File: config.mk
export PLATFORM = sky130hd
export DESIGN_NAME = power_reduction_mode_control
export DESIGN_NICKNAME = d
export VERILOG_FILES = /design/src/pwr_pkg.sv /design/src/power_reduction_mode_control.sv /design/src/pwr_regs.sv /design/src/pwr_wake_filter.sv
export SDC_FILE = /design/constraint.sdc
export NUM_CORES = 1
export LEC_CHECK = 0
export ABC_AREA = 1
export ABC_CLOCK_PERIOD_IN_PS = 3660
export BUFFER_PORTS_ARGS = -buffer_cell sky130_fd_sc_hd__clkbuf_2
export CAP_MARGIN = 20
export CORE_MARGIN = 5
export CORE_UTILIZATION = 40
export DETAILED_ROUTE_END_ITERATION = 10
export GPL_TIMING_DRIVEN = 0
export PLACE_DENSITY = 0.62
export SETUP_SLACK_MARGIN = 0.15
export SYNTH_ARGS = -nofsm -noshare
export SYNTH_HDL_FRONTEND = slang
export SYNTH_SLANG_ARGS = --single-unit
File: constraint.sdc
create_clock -name clk_i -period 3.66 [get_ports clk_i]
set_clock_uncertainty 0.1 [all_clocks]
set_input_delay 0.549 -clock clk_i [delete_from_list [all_inputs] [get_ports clk_i]]
set_output_delay 0.549 -clock clk_i [all_outputs]
set_load 0.05 [all_outputs]
File: src/pwr_pkg.sv
package pwr_pkg;
  // register byte offsets
  localparam logic [3:0] OFS_CTRL      = 4'h0;
  localparam logic [3:0] OFS_STATUS    = 4'h4;
  localparam logic [3:0] OFS_IRQ_STAT  = 4'h8;
  localparam logic [3:0] OFS_IRQ_MASK  = 4'hC;
  // control register fields
  localparam int CTRL_VARIANT_BIT   = 5;
  localparam int CTRL_REGOFF_BIT    = 0;
  localparam int CTRL_RTC_RUN_BIT   = 1;
  localparam int CTRL_LP_DIS_BIT    = 2;
  localparam int CTRL_READY_EN_BIT  = 3;
  localparam int CTRL_READY_POL_BIT = 4;
  localparam logic [7:0] CTRL_RESET = 8'h00;
  // interrupt status bits
  localparam int EV_IDLE_ENTER = 0;
  localparam int EV_PD_ENTER   = 1;
  localparam int EV_WAKE       = 2;
  localparam int EV_REFUSED    = 3;
  localparam logic [3:0] IRQ_RESET = 4'h0;
  // fast interrupt pin minimum width
  localparam int CLK_PERIOD_NS  = 40;
  localparam int EXT_IRQ_MIN_NS = 40;
  localparam logic [1:0] EXT_IRQ_MIN_CYC =
    2'((EXT_IRQ_MIN_NS + CLK_PERIOD_NS - 1) / CLK_PERIOD_NS);
  typedef enum logic [4:0] {
    ST_RUN     = 5'h01,
    ST_DRAIN   = 5'h02,
    ST_IDLE    = 5'h04,
    ST_PD_PROT = 5'h08,
    ST_PD_INT  = 5'h10
  } pwr_state_t;
endpackage

File: src/power_reduction_mode_control.sv
// The implementer's own choices: the placing of the registers and the Avalon-MM slave port.
`timescale 1ns/1ps
module power_reduction_mode_control
  import pwr_pkg::*;
(
  // clock and reset
  input  wire logic        clk_i,
  input  wire logic        reset_i,
  input  wire logic        ce_i,
  // avalon slave
  input  wire logic [3:0]  address_i,
  input  wire logic        read_i,
  input  wire logic        write_i,
  input  wire logic [31:0] writedata_i,
  output logic [31:0]      readdata_o,
  output logic             waitrequest_o,
  output logic             irq_o,
  // cpu instruction stream
  input  wire logic        idle_instr_i,
  input  wire logic        deep_sleep_instruction_i,
  input  wire logic        interrupt_return_instruction_i,
  input  wire logic        irq_request_i,
  input  wire logic        bus_busy_i,
  input  wire logic        ready_seen_i,
  // pins and wake sources
  input  wire logic        hw_reset_input_n_i,
  input  wire logic        nmi_n_i,
  input  wire logic [7:0]  fast_ext_irq_pin_i,
  input  wire logic [7:0]  fast_ext_irq_en_i,
  input  wire logic [7:0]  fast_ext_irq_pol_i,
  input  wire logic        rtc_irq_i,
  input  wire logic        can_activity_i,
  input  wire logic        i2c_activity_i,
  input  wire logic        lp_osc_running_i,
  // power control
  output logic             cpu_halt_o,
  output logic             periph_clk_en_o,
  output logic             core_clk_en_o,
  output logic             main_osc_en_o,
  output logic             rtc_run_o,
  output logic             rtc_ref_lp_o,
  output logic             regulator_off_o,
  output logic             resume_pending_o,
  output logic             entry_refused_o
);
  typedef struct packed {
    pwr_state_t  st;
    logic        target_pd;
    logic        lp_ref;
    logic        resume;
    logic        refused;
    logic [3:0]  ev;
    logic        cpu_halt;
    logic        periph_en;
    logic        core_en;
    logic        main_osc;
    logic        rtc_run;
    logic        rtc_lp;
    logic        reg_off;
  } ctl_t;
  ctl_t s_r, s_nxt;

  logic [7:0]  ctrl;
  logic [3:0]  irq_stat;
  logic [3:0]  irq_mask;
  logic [31:0] status;
  logic        pin_wake;
  logic [7:0]  pin_active;
  logic        pins_quiet;
  logic        ready_ok;
  logic        int_wake;

  assign pin_active = ~(fast_ext_irq_pin_i ^ fast_ext_irq_pol_i) & fast_ext_irq_en_i;
  assign pins_quiet = ~|pin_active;
  assign ready_ok   = !ctrl[CTRL_READY_EN_BIT] ||
                      (ready_seen_i == ctrl[CTRL_READY_POL_BIT]);
  assign int_wake   = pin_wake || rtc_irq_i || can_activity_i || i2c_activity_i;
  assign status     = {22'h00_0000, s_r.st, s_r.lp_ref, s_r.resume, s_r.refused,
                       lp_osc_running_i, 1'b0};

  pwr_regs u_regs (
    .clk_i        (clk_i),
    .reset_i      (reset_i),
    .ce_i         (ce_i),
    .address_i    (address_i),
    .read_i       (read_i),
    .write_i      (write_i),
    .writedata_i  (writedata_i),
    .readdata_o   (readdata_o),
    .waitrequest_o(waitrequest_o),
    .status_i     (status),
    .events_i     (s_r.ev),
    .ctrl_o       (ctrl),
    .irq_stat_o   (irq_stat),
    .irq_mask_o   (irq_mask),
    .irq_o        (irq_o)
  );

  // a pulse that is not high at any rising clock edge is not caught
  pwr_wake_filter u_wake (
    .clk_i   (clk_i),
    .reset_i (reset_i),
    .ce_i    (ce_i),
    .pin_i   (pin_active),
    .enable_i(fast_ext_irq_en_i),
    .wake_o  (pin_wake)
  );

  always_comb
  begin
    s_nxt = s_r;
    s_nxt.ev = 4'h0;
    // latch running low-power osc until software disables it
    if (lp_osc_running_i && !ctrl[CTRL_LP_DIS_BIT])
      s_nxt.lp_ref = 1'b1;
    if (ctrl[CTRL_LP_DIS_BIT])
      s_nxt.lp_ref = 1'b0;
    if (interrupt_return_instruction_i)
      s_nxt.resume = 1'b0;
    unique case (s_r.st)
      ST_RUN:
      begin
        if (idle_instr_i || deep_sleep_instruction_i)
        begin
          s_nxt.target_pd = deep_sleep_instruction_i;
          s_nxt.st = ST_DRAIN;
          s_nxt.refused = 1'b0;
        end
      end
      ST_DRAIN:
      begin
        if (!bus_busy_i)
        begin
          s_nxt.st = ST_RUN;
          if (!ready_ok)
          begin
            s_nxt.refused = 1'b1;
            s_nxt.ev[EV_REFUSED] = 1'b1;
          end
          else if (!s_r.target_pd)
          begin
            s_nxt.st = ST_IDLE;
            s_nxt.ev[EV_IDLE_ENTER] = 1'b1;
          end
          else if (!ctrl[CTRL_VARIANT_BIT])
          begin
            if (!nmi_n_i)
            begin
              s_nxt.st = ST_PD_PROT;
              s_nxt.ev[EV_PD_ENTER] = 1'b1;
            end
            else
            begin
              s_nxt.refused = 1'b1;
              s_nxt.ev[EV_REFUSED] = 1'b1;
            end
          end
          else if (pins_quiet)
          begin
            s_nxt.st = ST_PD_INT;
            s_nxt.ev[EV_PD_ENTER] = 1'b1;
          end
          else
          begin
            s_nxt.refused = 1'b1;
            s_nxt.ev[EV_REFUSED] = 1'b1;
          end
        end
      end
      ST_IDLE:
      begin
        if (irq_request_i)
        begin
          s_nxt.st = ST_RUN;
          s_nxt.resume = 1'b1;
          s_nxt.ev[EV_WAKE] = 1'b1;
        end
      end
      ST_PD_PROT:
      begin
        s_nxt.st = ST_PD_PROT;
      end
      ST_PD_INT:
      begin
        if (int_wake)
        begin
          s_nxt.st = ST_RUN;
          s_nxt.ev[EV_WAKE] = 1'b1;
        end
      end
      default:
      begin
        s_nxt.st = ST_RUN;
      end
    endcase
    s_nxt.cpu_halt  = (s_nxt.st != ST_RUN) && (s_nxt.st != ST_DRAIN);
    s_nxt.periph_en = (s_nxt.st != ST_PD_PROT) && (s_nxt.st != ST_PD_INT);
    s_nxt.core_en   = s_nxt.periph_en;
    s_nxt.rtc_lp    = s_nxt.lp_ref;
    s_nxt.rtc_run   = s_nxt.periph_en || ctrl[CTRL_RTC_RUN_BIT];
    // main osc stops only with low-power reference
    s_nxt.main_osc  = s_nxt.periph_en || !s_nxt.lp_ref;
    s_nxt.reg_off   = !s_nxt.periph_en && ctrl[CTRL_REGOFF_BIT];
  end

  // reset from hw pin or system reset is the only exit of protected mode
  always_ff @(posedge clk_i)
  begin
    if (reset_i || !hw_reset_input_n_i)
    begin
      s_r.st        <= ST_RUN;
      s_r.target_pd <= 1'b0;
      s_r.lp_ref    <= 1'b0;
      s_r.resume    <= 1'b0;
      s_r.refused   <= 1'b0;
      s_r.ev        <= 4'h0;
      s_r.cpu_halt  <= 1'b0;
      s_r.periph_en <= 1'b1;
      s_r.core_en   <= 1'b1;
      s_r.main_osc  <= 1'b1;
      s_r.rtc_run   <= 1'b1;
      s_r.rtc_lp    <= 1'b0;
      s_r.reg_off   <= 1'b0;
    end
    else if (ce_i)
      s_r <= s_nxt;
  end

  assign cpu_halt_o       = s_r.cpu_halt;
  assign periph_clk_en_o  = s_r.periph_en;
  assign core_clk_en_o    = s_r.core_en;
  assign main_osc_en_o    = s_r.main_osc;
  assign rtc_run_o        = s_r.rtc_run;
  assign rtc_ref_lp_o     = s_r.rtc_lp;
  assign regulator_off_o  = s_r.reg_off;
  assign resume_pending_o = s_r.resume;
  assign entry_refused_o  = s_r.refused;
endmodule // power_reduction_mode_control

File: src/pwr_regs.sv
`timescale 1ns/1ps
module pwr_regs
  import pwr_pkg::*;
(
  // clock and reset
  input  wire logic        clk_i,
  input  wire logic        reset_i,
  input  wire logic        ce_i,
  // avalon slave
  input  wire logic [3:0]  address_i,
  input  wire logic        read_i,
  input  wire logic        write_i,
  input  wire logic [31:0] writedata_i,
  output logic [31:0]      readdata_o,
  output logic             waitrequest_o,
  // block side
  input  wire logic [31:0] status_i,
  input  wire logic [3:0]  events_i,
  output logic [7:0]       ctrl_o,
  output logic [3:0]       irq_stat_o,
  output logic [3:0]       irq_mask_o,
  output logic             irq_o
);
  typedef struct packed {
    logic [7:0]  ctrl;
    logic [3:0]  stat;
    logic [3:0]  mask;
    logic        ack;
    logic        wreq;
    logic [31:0] rdata;
    logic        irq;
  } regs_t;
  regs_t s_r, s_nxt;

  always_comb
  begin
    s_nxt = s_r;
    s_nxt.ack = 1'b0;
    // set wins over write-one-to-clear
    if (write_i && !s_r.ack && address_i == OFS_IRQ_STAT)
      s_nxt.stat = s_r.stat & ~writedata_i[3:0];
    s_nxt.stat = s_nxt.stat | events_i;
    if ((read_i || write_i) && !s_r.ack)
    begin
      s_nxt.ack = 1'b1;
      s_nxt.rdata = 32'h0000_0000;
      if (write_i)
      begin
        if (address_i == OFS_CTRL)
          s_nxt.ctrl = writedata_i[7:0];
        if (address_i == OFS_IRQ_MASK)
          s_nxt.mask = writedata_i[3:0];
      end
      else
      begin
        unique case (address_i)
          OFS_CTRL:     s_nxt.rdata = {24'h00_0000, s_r.ctrl};
          OFS_STATUS:   s_nxt.rdata = status_i;
          OFS_IRQ_STAT: s_nxt.rdata = {28'h000_0000, s_r.stat};
          OFS_IRQ_MASK: s_nxt.rdata = {28'h000_0000, s_r.mask};
          default:      s_nxt.rdata = 32'h0000_0000;
        endcase
      end
    end
    s_nxt.irq = |(s_nxt.stat & s_nxt.mask);
    // registered wait: high while idle, low in the cycle after a request is taken
    s_nxt.wreq = !s_nxt.ack;
  end

  always_ff @(posedge clk_i)
  begin
    if (reset_i)
    begin
      s_r.ctrl  <= CTRL_RESET;
      s_r.stat  <= IRQ_RESET;
      s_r.mask  <= IRQ_RESET;
      s_r.ack   <= 1'b0;
      s_r.wreq  <= 1'b1;
      s_r.rdata <= 32'h0000_0000;
      s_r.irq   <= 1'b0;
    end
    else if (ce_i)
      s_r <= s_nxt;
  end

  assign readdata_o    = s_r.rdata;
  assign waitrequest_o = s_r.wreq;
  assign ctrl_o        = s_r.ctrl;
  assign irq_stat_o    = s_r.stat;
  assign irq_mask_o    = s_r.mask;
  assign irq_o         = s_r.irq;
endmodule // pwr_regs

File: src/pwr_wake_filter.sv
`timescale 1ns/1ps
module pwr_wake_filter
  import pwr_pkg::*;
(
  input  wire logic       clk_i,
  input  wire logic       reset_i,
  input  wire logic       ce_i,
  input  wire logic [7:0] pin_i,
  input  wire logic [7:0] enable_i,
  output logic            wake_o
);
  typedef struct packed {
    logic [15:0] cnt;
    logic        wake;
  } filt_t;
  filt_t s_r, s_nxt;

  always_comb
  begin
    s_nxt = s_r;
    s_nxt.wake = 1'b0;
    for (int i = 0; i < 8; i++)
    begin
      if (pin_i[i] && enable_i[i])
      begin
        if (s_r.cnt[2*i +: 2] != EXT_IRQ_MIN_CYC)
          s_nxt.cnt[2*i +: 2] = s_r.cnt[2*i +: 2] + 2'h1;
      end
      else
        s_nxt.cnt[2*i +: 2] = 2'h0;
      if (s_nxt.cnt[2*i +: 2] == EXT_IRQ_MIN_CYC)
        s_nxt.wake = 1'b1;
    end
  end

  always_ff @(posedge clk_i)
  begin
    if (reset_i)
      s_r <= '0;
    else if (ce_i)
      s_r <= s_nxt;
  end

  assign wake_o = s_r.wake;
endmodule // pwr_wake_filter

* Word level (Yosys, flattened, before mapping)
Index checks and enable logic that the tools add are counted.
Cells by class: add/sub/neg operators 8, equal/unequal tests 34, muxes and demuxes 65, bitwise gates (word level) 7, reductions and logical operators 39
Operators by type and width (number):
- 2-bit 2-to-1 mux | 25
- 5-bit 2-to-1 mux | 8
- 10-bit case mux with 4 select lines | 1
- 32-bit 2-to-1 mux | 1
- 5-bit case mux with 5 select lines | 1
- 1-bit 2-to-1 mux | 22
- 2-bit by 1-bit adder with 2-bit output (second input constant) | 8
- 2-bit by 1-bit == test with 1-bit output (second input constant) | 8
- 4-bit 2-to-1 mux | 4
- 2-bit by 1-bit != test with 1-bit output (second input constant) | 8
- 1-bit logical AND | 15
- 1-bit logical OR | 9
- 4-bit bitwise AND | 2
- 8-bit bitwise AND | 1
- 4-bit == test (second input constant) | 2
- 8-bit NOT | 1
- 8-bit OR reduction | 1
- 8-bit bitwise XOR | 1
- 1-bit logical NOT | 7
- 7-bit AND reduction | 1
- 6-bit 2-to-1 mux | 1
- 5-bit by 1-bit == test with 1-bit output (second input constant) | 1
- 5-bit by 2-bit == test with 1-bit output (second input constant) | 1
- 5-bit by 3-bit == test with 1-bit output (second input constant) | 1
- 21 further kinds | 23
Word-level totals: register bits 86, input port bits 77, output and inout bits 43, logic and storage cells 173

* Longest topological paths before layout
depth in word-level cells 14, depth in mapped cells 12, mapped depth without buffers 12

* Cells and area by module
A second synthesis with hierarchy kept.
Second synthesis, totals: cell total of the unflattened synthesis 661, area, all modules 4609.4 µm²
Modules (own cells, without submodules):
- pwr_regs | instances 1, cells each 360, area an instance 2657.5 µm², sequential area each 1021.0 µm²
- power_reduction_mode_control | instances 1, cells each 209, area an instance 1248.7 µm², sequential area each 360.3 µm²
- pwr_wake_filter | instances 1, cells each 92, area an instance 703.2 µm², sequential area each 340.3 µm²

* Worst setup path before layout
No wires, ideal clock.
kind input port to flip-flop, start point input ce_i, end point register s_r[14] (netlist bit), library setup time 0.118 ns, arrival 1.355 ns, required time 3.442 ns, setup slack 2.087 ns, stages on the path 5, path buffers 2, path through buf_2 > clkinv_1 > clkbuf_1 > nor3_1 > nor2_1
On the way: word-level cells in the longest chain between the ends 1
Ends and longest elaborated chain:
- from (decl) | line power_reduction_mode_control.sv:9 | input wire logic ce_i,
- 3-bit AND reduction (no line)
- to (signal assigned) | line power_reduction_mode_control.sv:226 | s_r <= s_nxt;
- to (decl) | line power_reduction_mode_control.sv:61 | ctl_t s_r, s_nxt;
Every way passes these cells. A chain may end at the register's enable or synchronous reset.

==> impl_metrics.env <==
export IMPL_startpoint="core_clk_en_o$_SDFFE_PP1P_"
export IMPL_crit_path_start_kind="flip-flop"
export IMPL_final_setup_viol_count=0
export IMPL_syn_mean_instance_area_um2=6.88
export IMPL_numCtsBuffers=9
export IMPL_grt_pass1_wl_um=15000
export IMPL_syn_inst=507
export IMPL_htree_levels=3
export IMPL_cts_resized=0
export IMPL_area_growth_pct=22.2
export IMPL_fp_dieArea_um2=10700
export IMPL_final_common_cell="nand2_1"
export IMPL_fin_crit_ns=1.72
export IMPL_fmax_mhz=583
export IMPL_fin_setup_tns_ns=0
export IMPL_drtAntennaViolNets=0
export IMPL_drive_gt1_frac=0.252
export IMPL_rows=34
export IMPL_dr_pass1_iters=4
export IMPL_drc=0
export IMPL_crit_required_ns=3.01
export IMPL_synth_edf_count=0
export IMPL_hp_class="in -> reg"
export IMPL_hold_start="writedata_i[6]"
export IMPL_num_vias=3454
export IMPL_track_usage=0.181
export IMPL_ys_seq_elements=64
export IMPL_synth_cell_types=36
export IMPL_clkLatencyLatePin_ns=0.34
export IMPL_r2r_end="rtc_run_o$_SDFFE_PP1P_"
export IMPL_cts_root_buf="clkbuf_8"
export IMPL_yosysSeqAreaShare=0.367
export IMPL_grt_max_degree=11
export IMPL_wirelength_um=9410
export IMPL_clk_pin_slew_ns=0.07
export IMPL_die_w_um=103
export IMPL_grt_overflow_total=0
export IMPL_p_sw_uw=504
export IMPL_tightest_slew_ns=0.657
export IMPL_hold_slack_ns=0.336
export IMPL_p_per_area_nw_per_um2=391
export IMPL_syn_cell_area_um2=3490
export IMPL_synth_ff_type="dfxtp_1"
export IMPL_diodes=0
export IMPL_rsz0062_at_grt="no"
export IMPL_gp_congestion=0.905
export IMPL_pwr_share_clk=0.379
export IMPL_grt_pass1_vias=3114
export IMPL_clock_sinks=64
export IMPL_viasPerCell=4.77
export IMPL_fill_cells=934
export IMPL_finalNonFillerCells=724
export IMPL_dp_hpwl_um=7450
export IMPL_async_reset_ff_frac=0
export IMPL_max_vdd_ir_drop_v=0.000182
export IMPL_finalCritPeriodShare=0.469
export IMPL_relSlewSlack=0.562
export IMPL_arrival_ns=1.07
export IMPL_p_leak_uw=0.00215
export IMPL_r2r_start="s_r[19]$_SDFFE_PP0P_"
export IMPL_final_nets=688
export IMPL_wl_per_cell_um=13.0
export IMPL_swShare=0.302
export IMPL_port_buffers=72
export IMPL_dp_cells=708
export IMPL_cp_end_kind="primary output"
export IMPL_hold_path_endpoint="u_regs.ctrl_o[6]$_SDFFE_PP0P_"
export IMPL_internal_power_uw=1160
export IMPL_holdPathStages=3
export IMPL_status="completed"
export IMPL_yosysTopAreaCell="dfxtp_1"
export IMPL_start_util=0.406
export IMPL_synth_warnings=0
export IMPL_cts_tree="built"
export IMPL_drtIter0Drc=111
export IMPL_path_max_fanout=3
export IMPL_combPwrFrac=0.180
export IMPL_seq_power_share=0.441
export IMPL_yosys_top_cells_area="dfxtp_1, nand2_1, inv_1"
export IMPL_cts_hold_buf=0
export IMPL_drv_cap=0
export IMPL_post_cts_repair_setup_buffers=0
export IMPL_maxSlewViolCount=0
export IMPL_final_cell_mix="nand2_1, inv_1, clkbuf_2"
export IMPL_ioPinCount=120
export IMPL_clockBufferDepth=2
export IMPL_worstSetupPathType="reg -> out"
export IMPL_core_area_um2=8590
export IMPL_yosysTopAreaCellShare=0.367
export IMPL_reg2regPathDepth=8
export IMPL_antenna_found_initial=0
export IMPL_die_h_um=103
export IMPL_finalHoldViolations=0
export IMPL_reg2reg_slack_ns=2.04
[area by class of cell]
cell class / instances / area [um2] / share of cell area
plain buffers: 45 / 295 / 0.0693
clock buffers: 13 / 159 / 0.0373
clock inverters: 3 / 40.0 / 0.00940
inverters: 81 / 307 / 0.0720
multi-input cells: 338 / 1680 / 0.395
flip-flops and latches: 64 / 1280 / 0.301
well taps: 108 / 135 / 0.0317
repair buffers: 72 / 360 / 0.0846
[layer usage]
layer  global-route usage  vias to the layer above  part of all wire
met5                    0                        -                 0
met1                0.243                     1565              0.46
met2                0.294                      100              0.46
li1                     -                     1781                 -
met4               0.0398                        0            0.0091
met3               0.0463                        8             0.073
[through the flow]
stage	util	area, um2	setup WS (ns)	total power [uW]
2_1_floorplan	-	3570	2.09	966
3_3_place_gp	0.473	4060	1.59	1050
3_5_place_dp	0.473	4060	1.60	1050
4_1_cts	0.496	4260	1.93	1680
5_1_grt	0.496	4260	1.82	1740
6_report	0.496	4260	1.94	1670
[kinds of logic after synthesis]
family | synth area share
compound gates | 0.164
buf+inv | 0.173
flops | 0.367
other cells | 0.00108
simple gates | 0.295
[power by group through the flow]
| stage | clock [uW] | sequential [uW] | combinational, uW |
|---|---|---|---|
| 3_5_place_dp | 0 | 752 | 299 |
| 2_1_floorplan | 0 | 761 | 205 |
| 4_1_cts | 642 | 736 | 300 |
| 5_1_grt | 673 | 738 | 333 |
| 6_report | 632 | 736 | 300 |
| 3_3_place_gp | 0 | 751 | 295 |
[worst max-delay path by stage]
stage	slack [ns]	endpoint
after floorplan	2.09	s_r[14]$_SDFFE_PP0P_
after detailed placement	1.60	s_r[14]$_SDFFE_PP0P_
final	1.94	periph_clk_en_o
after global routing	1.82	s_r[8]$_SDFFE_PP0P_
after global placement	1.59	s_r[14]$_SDFFE_PP0P_
after CTS	1.93	periph_clk_en_o
[synthesized netlist by cell type (5+ instances only)]
library cell  count
nand2_1          95
nand4_1           6
nor3_1            7
o21ai_0          33
o21ai_1          13
clkbuf_1         10
dfxtp_1          64
nor2_1           50
inv_2             5
nand2_2           6
buf_4            33
nand3_1          27
o211ai_1          5
a21oi_1          41
inv_1            72
o22ai_1           6
[flip-flops by register name, indices dropped and copies added (netlist names), 4 cells and up]
name / cells
s_r: 10
u_regs.ctrl_o: 8
u_regs.irq_mask_o: 4
u_regs.irq_stat_o: 4
u_regs.readdata_o: 10
u_wake.s_r: 16
[critical path, stage by stage, from the launching register on]
cell,delay (ns)
dfxtp_1,0.35
buf_4,0.11
clkbuf_2,0.26
Note: power is estimated with default switching activity, not from simulation.
